## config.mk

```make
export PLATFORM = sky130hd
export DESIGN_NAME = roc_top
export DESIGN_NICKNAME = d
export VERILOG_FILES = /design/src/common/roc_pkg.sv /design/src/verilog/roc_latch_ctl.sv /design/src/verilog/roc_top.sv
export SDC_FILE = /design/constraint.sdc
export NUM_CORES = 1
export LEC_CHECK = 0
export BUFFER_PORTS_ARGS = -buffer_cell sky130_fd_sc_hd__buf_2
export CAP_MARGIN = 20
export CELL_PAD_IN_SITES_DETAIL_PLACEMENT = 1
export CELL_PAD_IN_SITES_GLOBAL_PLACEMENT = 2
export CORE_MARGIN = 2
export CORE_UTILIZATION = 35
export CTS_BUF_LIST = sky130_fd_sc_hd__clkbuf_16
export DETAILED_ROUTE_END_ITERATION = 6
export GPL_TIMING_DRIVEN = 0
export PLACE_DENSITY_LB_ADDON = 0.1
export SYNTH_ARGS = -nofsm -noshare
export SYNTH_HDL_FRONTEND = slang
export SYNTH_SLANG_ARGS = --single-unit
```

## constraint.sdc

```tcl
create_clock -name i_mclk -period 9.8 [get_ports i_mclk]
set_input_delay 0.98 -clock i_mclk [delete_from_list [all_inputs] [get_ports i_mclk]]
set_output_delay 0.98 -clock i_mclk [all_outputs]
set_load 0.005 [all_outputs]
```

## src/common/roc_pkg.sv

```systemverilog
// Package for the relay output contact control block: register map, field layout, timing
package roc_pkg;
    localparam int ROC_NUM_PLAIN = 4;
    localparam int ROC_NUM_LATCH = 2;
    localparam int ROC_SEL_W = 4;
    localparam int ROC_NUM_OPS = 16;
    localparam int ROC_DRIVE_MS = 50;
    localparam int ROC_CLK_HZ = 10_000_000;
    localparam int ROC_DRIVE_CYC = ROC_DRIVE_MS * (ROC_CLK_HZ / 1000);
    localparam logic [7:0] ROC_ADDR_CTRL = 8'h00;
    localparam logic [7:0] ROC_ADDR_SEL = 8'h04;
    localparam logic [7:0] ROC_ADDR_LSEL = 8'h08;
    localparam logic [7:0] ROC_ADDR_STAT = 8'h0C;
    localparam logic [7:0] ROC_ADDR_EVT = 8'h10;
    localparam logic [31:0] ROC_CTRL_RST = 32'h0000_0000;
    localparam int ROC_CTRL_EVEN_POS = 0;
    localparam int ROC_CTRL_DOM_POS = 8;
    localparam int ROC_CTRL_HOLD_POS = 16;
    localparam int ROC_SEL_STRIDE = 8;
    localparam int ROC_SEL_HOLD_POS = 4;
    localparam int ROC_STAT_PLAIN_POS = 0;
    localparam int ROC_STAT_LPOS_POS = 8;
    localparam int ROC_STAT_ERR_POS = 16;
    localparam int ROC_STAT_INIT_POS = 24;
    localparam logic [1:0] ROC_RESP_OKAY = 2'b00;
    localparam logic [1:0] ROC_RESP_SLVERR = 2'b10;

    typedef struct packed {
        logic awvalid;
        logic [7:0] awaddr;
        logic wvalid;
        logic [31:0] wdata;
        logic [3:0] wstrb;
        logic bready;
        logic arvalid;
        logic [7:0] araddr;
        logic rready;
    } roc_axi_req_t;

    typedef struct packed {
        logic awready;
        logic wready;
        logic bvalid;
        logic [1:0] bresp;
        logic arready;
        logic rvalid;
        logic [31:0] rdata;
        logic [1:0] rresp;
    } roc_axi_rsp_t;

    typedef struct packed {
        logic close_coil;
        logic open_coil;
    } roc_coil_t;

    typedef enum logic [1:0] {
        ROC_L_IDLE = 2'b00,
        ROC_L_CLOSING = 2'b01,
        ROC_L_OPENING = 2'b10
    } roc_lstate_t;
endpackage : roc_pkg

```

## src/verilog/roc_latch_ctl.sv

```systemverilog
// One bistable contact: sealed-in close/open coil drive, dominance and readback check
`timescale 1ns/1ps
`default_nettype none
module roc_latch_ctl
    import roc_pkg::*;
#(
    parameter int DRIVE_CYC = ROC_DRIVE_CYC
) (
    input wire logic i_mclk,
    input wire logic i_sys_rst,
    input wire logic i_init,
    input wire logic i_pass,
    input wire logic i_close_cmd,
    input wire logic i_open_cmd,
    input wire logic i_close_dom,
    input wire logic i_pos,
    output roc_coil_t o_coil,
    output logic o_cmd_pos,
    output logic o_err
);
    if (DRIVE_CYC < 2) begin : g_bad_drive
        $error("DRIVE_CYC too small");
    end

    typedef struct packed {
        roc_lstate_t st;
        logic cmd_pos;
        logic [31:0] cnt;
        logic err;
    } roc_latch_st_t;

    roc_latch_st_t state_reg;
    roc_latch_st_t state_next;
    logic want_close;
    logic want_open;

    always_comb begin
        state_next = state_reg;
        want_close = i_close_cmd && (!i_open_cmd || i_close_dom);
        want_open = i_open_cmd && (!i_close_cmd || !i_close_dom);
        if (i_init) begin
            state_next.cmd_pos = i_pos;
            state_next.st = ROC_L_IDLE;
            state_next.err = 1'b0;
        end else begin
            case (state_reg.st)
                ROC_L_IDLE: begin
                    // Close ignored when already closed and open is off, and vice versa
                    if (i_pass && want_close && !state_reg.cmd_pos) begin
                        state_next.st = ROC_L_CLOSING;
                        state_next.cmd_pos = 1'b1;
                        state_next.cnt = '0;
                    end else if (i_pass && want_open && state_reg.cmd_pos) begin
                        state_next.st = ROC_L_OPENING;
                        state_next.cmd_pos = 1'b0;
                        state_next.cnt = '0;
                    end
                end
                ROC_L_CLOSING, ROC_L_OPENING: begin
                    state_next.cnt = state_reg.cnt + 32'd1;
                    if (i_pos == state_reg.cmd_pos || state_reg.cnt == 32'(DRIVE_CYC - 1)) begin
                        state_next.st = ROC_L_IDLE;
                    end
                end
                default: state_next.st = ROC_L_IDLE;
            endcase
            // Mismatch only judged when no coil is moving the contact
            state_next.err = (state_next.st == ROC_L_IDLE) && (state_reg.st == ROC_L_IDLE)
                && (i_pos != state_reg.cmd_pos);
        end
    end

    always_ff @(posedge i_mclk or posedge i_sys_rst) begin
        if (i_sys_rst) begin
            state_reg <= '{st: ROC_L_IDLE, cmd_pos: 1'b0, cnt: 32'h0000_0000, err: 1'b0};
        end else begin
            state_reg <= state_next;
        end
    end

    assign o_coil.close_coil = (state_reg.st == ROC_L_CLOSING);
    assign o_coil.open_coil = (state_reg.st == ROC_L_OPENING);
    assign o_cmd_pos = state_reg.cmd_pos;
    assign o_err = state_reg.err;
endmodule : roc_latch_ctl
`default_nettype wire

```

## src/verilog/roc_top.sv

```systemverilog
// Relay output contact control: plain and bistable contacts with an AXI4-Lite register file
//
// Added by the designer: register access over AXI4-Lite and the address map.
`timescale 1ns/1ps
`default_nettype none
module roc_top
    import roc_pkg::*;
#(
    parameter int NUM_PLAIN = ROC_NUM_PLAIN,
    parameter int NUM_LATCH = ROC_NUM_LATCH,
    parameter int DRIVE_CYC = ROC_DRIVE_CYC
) (
    input wire logic i_mclk,
    input wire logic i_sys_rst,
    input wire roc_axi_req_t i_axi,
    output roc_axi_rsp_t o_axi,
    input wire logic i_pass,
    input wire logic [ROC_NUM_OPS-1:0] i_operands,
    input wire logic [ROC_NUM_LATCH-1:0] i_close_cmd,
    input wire logic [ROC_NUM_LATCH-1:0] i_open_cmd,
    input wire logic [ROC_NUM_PLAIN-1:0] i_trip_current,
    input wire logic [ROC_NUM_LATCH-1:0] i_latch_pos,
    output logic [ROC_NUM_PLAIN-1:0] o_plain_out,
    output logic [ROC_NUM_PLAIN-1:0] o_trip_current_present_flag,
    output logic [ROC_NUM_PLAIN-1:0] o_trip_current_absent_flag,
    output roc_coil_t [ROC_NUM_LATCH-1:0] o_coil,
    output logic o_latch_err,
    output logic o_logic_ready,
    output logic o_event,
    output logic [7:0] o_event_src
);
    if (NUM_PLAIN != ROC_NUM_PLAIN || NUM_LATCH != ROC_NUM_LATCH) begin : g_bad_count
        $error("Channel counts fixed by package");
    end

    typedef struct packed {
        logic [31:0] ctrl;
        logic [31:0] sel;
        logic [31:0] lsel;
        logic [NUM_PLAIN-1:0] out;
        logic [NUM_PLAIN-1:0] cur1;
        logic [NUM_PLAIN-1:0] cur2;
        logic [NUM_LATCH-1:0] pos1;
        logic [NUM_LATCH-1:0] pos2;
        logic [1:0] init_cnt;
        logic ready;
        logic err_prev;
        logic evt;
        logic [7:0] evt_src;
        logic [7:0] evt_cnt;
        logic [31:0] evt_log;
        logic bvalid;
        logic [1:0] bresp;
        logic aw_got;
        logic [7:0] awaddr;
        logic w_got;
        logic [31:0] wdata;
        logic rvalid;
        logic [31:0] rdata;
        logic [1:0] rresp;
    } roc_top_st_t;

    roc_top_st_t state_reg;
    roc_top_st_t state_next;
    logic [NUM_LATCH-1:0] lat_cmd_pos;
    logic [NUM_LATCH-1:0] lat_err;
    logic [NUM_LATCH-1:0] lat_init;
    logic [NUM_PLAIN-1:0] op_val;
    logic [NUM_PLAIN-1:0] hold_val;
    logic [NUM_PLAIN-1:0] hold_en;
    logic any_err;

    genvar g;
    generate
        for (g = 0; g < NUM_PLAIN; g++) begin : g_plain
            assign op_val[g] = i_operands[state_reg.sel[g*ROC_SEL_STRIDE +: ROC_SEL_W]];
            assign hold_val[g] = i_operands[state_reg.sel[g*ROC_SEL_STRIDE+ROC_SEL_HOLD_POS +: ROC_SEL_W]];
            assign hold_en[g] = state_reg.ctrl[ROC_CTRL_HOLD_POS+g];
        end
        for (g = 0; g < NUM_LATCH; g++) begin : g_latch
            assign lat_init[g] = !state_reg.ready;
            roc_latch_ctl #(
                .DRIVE_CYC(DRIVE_CYC)
            ) u_latch (
                .i_mclk(i_mclk),
                .i_sys_rst(i_sys_rst),
                .i_init(lat_init[g]),
                .i_pass(i_pass && state_reg.ready),
                .i_close_cmd(i_close_cmd[g]),
                .i_open_cmd(i_open_cmd[g]),
                .i_close_dom(state_reg.ctrl[ROC_CTRL_DOM_POS+g]),
                .i_pos(state_reg.pos2[g]),
                .o_coil(o_coil[g]),
                .o_cmd_pos(lat_cmd_pos[g]),
                .o_err(lat_err[g])
            );
        end
    endgenerate

    // One shared error covers every latching contact; STAT tells which one
    assign any_err = |lat_err;

    always_comb begin
        logic aw_now;
        logic w_now;
        logic [NUM_PLAIN-1:0] out_new;
        logic [NUM_PLAIN-1:0] out_diff;
        logic [31:0] stat_word;
        state_next = state_reg;
        aw_now = 1'b0;
        w_now = 1'b0;
        out_new = state_reg.out;
        out_diff = '0;
        stat_word = 32'h0000_0000;
        state_next.cur1 = i_trip_current;
        state_next.cur2 = state_reg.cur1;
        state_next.pos1 = i_latch_pos;
        state_next.pos2 = state_reg.pos1;
        state_next.evt = 1'b0;
        // Synchroniser depth must settle before positions are trusted
        if (!state_reg.ready) begin
            state_next.init_cnt = state_reg.init_cnt + 2'd1;
            if (state_reg.init_cnt == 2'd3) begin
                state_next.ready = 1'b1;
            end
        end
        if (i_pass && state_reg.ready) begin
            out_new = op_val | (state_reg.out & hold_val & hold_en);
            state_next.out = out_new;
        end
        // Outputs without events enabled still switch; only their event is suppressed
        out_diff = out_new ^ state_reg.out;
        if (state_reg.ready && (out_diff & state_reg.ctrl[ROC_CTRL_EVEN_POS +: NUM_PLAIN]) != '0) begin
            state_next.evt = 1'b1;
            state_next.evt_src = 8'(out_diff);
            state_next.evt_cnt = state_reg.evt_cnt + 8'd1;
        end else begin
            // An error rise that meets an output event waits for the next cycle without one instead of being lost
            state_next.err_prev = any_err;
            if (any_err && !state_reg.err_prev) begin
                state_next.evt = 1'b1;
                state_next.evt_src = 8'h80;
                state_next.evt_cnt = state_reg.evt_cnt + 8'd1;
            end
        end
        if (state_next.evt) begin
            state_next.evt_log = {16'h0000, state_next.evt_cnt, state_next.evt_src};
        end
        // Address and data may come in either order; the response waits for both
        if (i_axi.awvalid && !state_reg.aw_got) begin
            state_next.aw_got = 1'b1;
            state_next.awaddr = i_axi.awaddr;
        end
        if (i_axi.wvalid && !state_reg.w_got) begin
            state_next.w_got = 1'b1;
            state_next.wdata = i_axi.wdata;
        end
        aw_now = state_reg.aw_got;
        w_now = state_reg.w_got;
        if (aw_now && w_now && !state_reg.bvalid) begin
            state_next.bvalid = 1'b1;
            state_next.bresp = ROC_RESP_OKAY;
            state_next.aw_got = 1'b0;
            state_next.w_got = 1'b0;
            // Read-only registers accept writes quietly so software can probe them
            case ({state_reg.awaddr[7:2], 2'b00})
                ROC_ADDR_CTRL: state_next.ctrl = state_reg.wdata;
                ROC_ADDR_SEL: state_next.sel = state_reg.wdata;
                ROC_ADDR_LSEL: state_next.lsel = state_reg.wdata;
                ROC_ADDR_STAT, ROC_ADDR_EVT: ;
                default: state_next.bresp = ROC_RESP_SLVERR;
            endcase
        end
        if (state_reg.bvalid && i_axi.bready) begin
            state_next.bvalid = 1'b0;
        end
        if (i_axi.arvalid && !state_reg.rvalid) begin
            state_next.rvalid = 1'b1;
            state_next.rresp = ROC_RESP_OKAY;
            case ({i_axi.araddr[7:2], 2'b00})
                ROC_ADDR_CTRL: state_next.rdata = state_reg.ctrl;
                ROC_ADDR_SEL: state_next.rdata = state_reg.sel;
                ROC_ADDR_LSEL: state_next.rdata = state_reg.lsel;
                ROC_ADDR_STAT: begin
                    stat_word[ROC_STAT_PLAIN_POS +: NUM_PLAIN] = state_reg.out;
                    stat_word[ROC_STAT_LPOS_POS +: NUM_LATCH] = lat_cmd_pos;
                    stat_word[ROC_STAT_ERR_POS +: NUM_LATCH] = lat_err;
                    stat_word[ROC_STAT_INIT_POS] = state_reg.ready;
                    state_next.rdata = stat_word;
                end
                ROC_ADDR_EVT: state_next.rdata = state_reg.evt_log;
                default: begin
                    state_next.rdata = 32'h0000_0000;
                    state_next.rresp = ROC_RESP_SLVERR;
                end
            endcase
        end
        if (state_reg.rvalid && i_axi.rready) begin
            state_next.rvalid = 1'b0;
        end
    end

    always_ff @(posedge i_mclk or posedge i_sys_rst) begin
        if (i_sys_rst) begin
            state_reg <= '0;
            state_reg.ctrl <= ROC_CTRL_RST;
        end else begin
            state_reg <= state_next;
        end
    end

    assign o_axi.awready = !state_reg.aw_got;
    assign o_axi.wready = !state_reg.w_got;
    assign o_axi.bvalid = state_reg.bvalid;
    assign o_axi.bresp = state_reg.bresp;
    assign o_axi.arready = !state_reg.rvalid;
    assign o_axi.rvalid = state_reg.rvalid;
    assign o_axi.rdata = state_reg.rdata;
    assign o_axi.rresp = state_reg.rresp;
    assign o_plain_out = state_reg.out;
    assign o_trip_current_present_flag = state_reg.cur2;
    assign o_trip_current_absent_flag = ~state_reg.cur2;
    assign o_latch_err = any_err;
    assign o_logic_ready = state_reg.ready;
    assign o_event = state_reg.evt;
    assign o_event_src = state_reg.evt_src;
endmodule : roc_top
`default_nettype wire

```

---- Word-level counts from Yosys, hierarchy flattened ----
Index checks and enable logic that the tools add are counted.
operators by class
  equal/unequal tests ..................... 25
  $add $sub $neg .......................... 4
  mux-type cells .......................... 49
  order comparisons ....................... 8
  reductions and logical operators ........ 70
  bitwise gates (word level) .............. 6
operator list
  cell                                                                     count
  35-bit 2-to-1 mux                                                        5
  32-bit case mux with 5 select lines                                      1
  32-bit case mux with 2 select lines                                      2
  32-bit by 1-bit adder with 32-bit output, second input constant          2
  32-bit by 19-bit equality test with 1-bit output, second input constant  2
  4-bit by 5-bit < comparator with 1-bit output, second input constant     8
  17-bit 2-to-1 mux                                                        2
  33-bit 2-to-1 mux                                                        1
  1-bit binary-select mux with 4-bit select                                8
  1-bit logical AND                                                        26
  6-bit by 2-bit equality test with 1-bit output, second input constant    4
  1-bit 2-to-1 mux                                                         17
  1-bit zero test                                                          13
  4-bit AND                                                                3
  6-bit by 1-bit equality test with 1-bit output, second input constant    2
  6-bit by 3-bit equality test with 1-bit output, second input constant    2
  6-bit zero test                                                          2
  2-bit 2-to-1 mux                                                         6
  3-bit by 1-bit inequality test with 1-bit output, second input constant  4
  2-bit nonzero test                                                       6
  2-bit AND reduction                                                      5
  5-bit OR reduction                                                       2
  9-bit 2-to-1 mux                                                         1
  8-bit by 1-bit adder with 8-bit output, second input constant            1
  other kinds (17)                                                         37
word-level totals
  output and inout port bits .............. 68
  bits in registers ....................... 301
  input bits .............................. 86
  logic and storage cells ................. 194

---- Longest topological paths before layout ----
  word-level depth ........................ 13
  mapped depth ............................ 10
  gate-level depth less buffers ........... 8

---- By module ----
Synthesis repeated with hierarchy kept, for this count alone.
unflattened totals
  cell total of the unflattened synthesis .. 1352
  area, all modules ....................... 15277.2 µm²
modules (own cells, without submodules)
  module                              cells an instance  area each (µm²)  instances  sequential area each (µm²)
  roc_top                             847                10694.0          1          5630.4
  roc_latch_ctl (g_latch[1].u_latch)  262                2311.0           1          900.9
  roc_latch_ctl (g_latch[0].u_latch)  243                2272.2           1          900.9

---- Worst setup path before layout ----
Ideal clock, no wire load.
  kind .................................... input -> register
  start ................................... in i_operands[11]
  end ..................................... reg state_reg[113] (netlist name)
  data required time ...................... 9675 ps
  path slack .............................. 6550 ps
  arrival ................................. 3125 ps
  path buffers ............................ 2
  stages on the path ...................... 9
  setup time .............................. 125 ps
  cells stage by stage .................... mux4_1 > mux2i_1 > mux2i_1 > and4_4 > or4_4 > buf_6 > nor2_8 > buf_8 > mux2_4
RTL lines
  item                    line            text
  start: declaration      roc_top.sv:18   input wire logic [ROC_NUM_OPS-1:0] i_operands,
  end signal: assignment  roc_top.sv:208  state_reg <= state_next;
  end: declaration        roc_top.sv:63   roc_top_st_t state_reg;

==> reports/qor.yml <==
fin_nets: 1529
power.share.clock_pct: 31.1
holdWs_ps: 347
power_switching_mw: 1.48
final.min_clock_period_ps: 3260
hold_depth: 0
synthFlopType: "dfrtp_1"
clockBufferDepth: 3
hp-class: "flip-flop to flip-flop"
grt_pass1_vias: 11000
area_growth_pct: 18.5
gr-usage-met1_pct: 26.3
outcome: "finished, final reports clean"
rows: 74
tns_ps: 0
design_area_um2: 17200
grt-ovfl-total: 0
tightest_slew_ps: 999
port-buffer-count: 143
critical-path-top-delay-family: "compound AO/OA/AOI/OAI gates"
grt_max_degree: 116
vdd_drop_max_mv: 0.126
htreeDepth: 2
cp_num_buf_inv: 2
die_w_um: 208
r2r-end: "state_reg[113]"
cp.required_ps: 10220
drive_above_1_share_pct: 30.8
clkSlewWorstSetupHoldPaths_ps: 60
dp.final_hpwl_um: 28300
dieHeight_um: 208
diodes: 0
post-cts-setup-buffers: 0
critPathMaxFanout: 10
grt_use_met3_pct: 3.10
ys.warnings.count: 0
antenna_left: 0
r2r_slack_ps: 6540
clockRootBuffer: "clkbuf_16"
synthArstFlopShare_pct: 100
cp.arrival_ps: 3680
crit_path_end_kind: "flip-flop"
hold_viol: 0
grt_pass1_wl_um: 64100
drc: 0
powerDensity_nw_per_um2: 263
ys_seq_elements: 297
r2r_start: "state_reg[181]"
cts_tree: "yes"
io_pins: 154
first_iter_violations: 513
postSynthAreaPerCell_um2: 11.7
clock-sinks: 297
synth-edff-count: 0
wl_um: 40100
min_from: "state_next[140]"
combPwrFrac_pct: 28.0
hold-path-endpoint: "o_trip_current_present_flag[3]"
synth_cells: 1246
setup_viol: 0
vias: 10400
startpoint_type: "flip-flop"
timing.final.max_slew_violations: 0
vias_per_cell: 5.22
yosysSeqAreaShare_pct: 51.2
min_period_over_period_pct: 33.3
swShare_pct: 32.7
ctsHoldBuffers: 0
p_leak_nw: 8.04
cp_slowest_cell: "mux4_2"
clock_skew_ps: 10.0
use_met2_pct: 30.2
wl_per_cell_um: 20.2
synth_area_um2: 14500
reg2reg_depth: 9
dpl_cell_area_um2: 16000
synthDistinctLibCells: 63
cp_slowest_stage_delay_ps: 560
largest_reg_flops: 161
rsz0062_at_grt: "false"
dr.pass1.iters: 5
die_area_um2: 43100
cap_violations: 0
antenna_found_initial: 1
slew_headroom_pct: 32.8
clk_latency_ps: 540
finalWeightedCongestion: 0.793
path_cells: "clkbuf_1, mux4_2, a22oi_1, nand3_1, a2bb2oi_1, o221ai_2, nor2_8, buf_8, mux2_4"
cts-resized-gates: 0
critical_path_class: "flip-flop to flip-flop"
top_usage_layer: "met2"
total_power_mw: 4.54
core-area_um2: 40900
seq_power_share_pct: 40.9
start_util_pct: 35.5
cts_buffers: 37
grtUsageTotal_pct: 18.8
fmax_mhz: 307
intPower_mw: 3.05
## metrics by stage
stage	instances	utilization, %	setup WS [ps]
after global placement	1922	38.9	-3470
after floorplan	1247	-	616
final	1988	42.1	6540
after detailed placement	1924	39.0	6020
after CTS	1988	42.1	6460
after global routing	1988	42.1	6280
## layout by cell type (no fill, tap or decap), drive strengths merged, types with 7 or more instances in the layout
master and count:
dfrtp 297, inv 38, nor4 17, or3 13
nor2 81, a21o 7, nand4 18, mux2 146
a21oi 27, clkinv 10, mux4 28, bufinv 7
nand2 101, o21ai 51, nand2b 7, nor2b 18
o2bb2ai 8, nand3b 7, a222oi 16, mux2i 33
and3 11, clkbuf 70, xnor2 20, a22oi 10
ha 12, and2 13, xor2 38, nand3 40
buf 221, a22o 27, nor3 16
## worst max-delay path by stage
stage | start | to | slack (ps) | cells after the start
final | state_reg[181] | state_reg[113] | 6540 | 9
after global routing | state_reg[181] | state_reg[90] | 6280 | 9
after detailed placement | i_axi[8] | o_axi[2] | 6020 | 7
after floorplan | i_sys_rst | g_latch[0].u_latch.o_cmd_pos | 620 | 1
after CTS | state_reg[181] | state_reg[113] | 6460 | 9
after global placement | i_sys_rst | o_axi[16] | -3470 | 2
## layout make-up
class                   instances  area, um^2
multi-input cells             811        6310
repair buffers                145         771
clock inverters                27         312
fillers                      4454       23700
plain buffers                 109         672
flip-flops and latches        297        7430
clock buffers                  37         926
well taps                     532         666
inverters                      30         120
## logic make-up (layout without fill, tap and decap cells)
logic type / after synthesis / count (layout) / synth area share (%)
buffers and inverters: 139 / 348 / 5.40
multiplexers: 207 / 207 / 18.1
XOR/XNOR: 58 / 58 / 3.50
AO/OA/AOI/OAI: 172 / 172 / 8.39
flip-flops: 297 / 297 / 51.2
adder cells (fa/ha/maj): 12 / 12 / 1.03
other: 1 / 2 / 0.0258
AND/OR/NAND/NOR: 360 / 360 / 12.3
## power by group through the flow
stage                     registers (mW)  clock network (mW)  logic, mW
final                               1.86                1.41       1.27
after global routing                1.91                1.51       1.42
after CTS                           1.86                1.46       1.30
after detailed placement            1.88                   0       1.29
after global placement              1.87                   0       1.26
after floorplan                     1.75                   0      0.962
## worst register-to-register path, stage by stage (launching register included)
cell and delay (ps):
dfrtp_1 320, clkbuf_1 330, mux4_2 560, a22oi_1 230, nand3_1 130, a2bb2oi_1 480
o221ai_2 340, nor2_8 280, buf_8 180, mux2_4 310
## routing by layer
metal / share of wire (%) / vias to the layer above / routed length, um
li1: - / 4813 / -
met1: 47 / 5305 / 18800
met2: 47 / 216 / 18700
met3: 4.5 / 48 / 1810
met4: 2.0 / 2 / 801
met5: 0.027 / - / 11
## cell usage after synthesis (2+ instances only)
library cell	n	area share, %
dfrtp_1	297	51
mux2_2	142	11
nand2_1	101	2.6
nor2_1	80	2.1
buf_4	54	2.8
o21ai_0	51	1.8
nand3_1	40	1.4
xor2_1	38	2.3
mux2i_1	33	2.3
clkbuf_1	32	0.83
inv_1	30	0.78
a21oi_1	27	0.93
a22o_1	27	1.6
mux4_2	24	3.7
xnor2_1	20	1.2
nand4_1	18	0.78
nor2b_1	18	0.78
nor4_1	17	0.73
a222oi_1	16	1.1
nor3_1	16	0.55
or3_1	13	0.56
ha_1	12	1.0
and3_1	11	0.47
a22oi_1	10	0.52
and2_1	10	0.43
buf_1	10	0.26
o2bb2ai_1	8	0.48
a21o_1	7	0.36
buf_2	7	0.24
nand2b_1	7	0.30
nand3b_1	7	0.36
or2_2	6	0.26
buf_6	4	0.31
mux4_1	4	0.72
nor4b_1	4	0.24
o21a_1	4	0.21
o221ai_1	4	0.24
o31ai_1	4	0.21
mux2_4	3	0.31
o2111a_1	3	0.23
a41oi_1	2	0.12
and2_0	2	0.086
nand4b_1	2	0.12
o22ai_1	2	0.086
No activity file was read; power rests on OpenSTA's default activity.
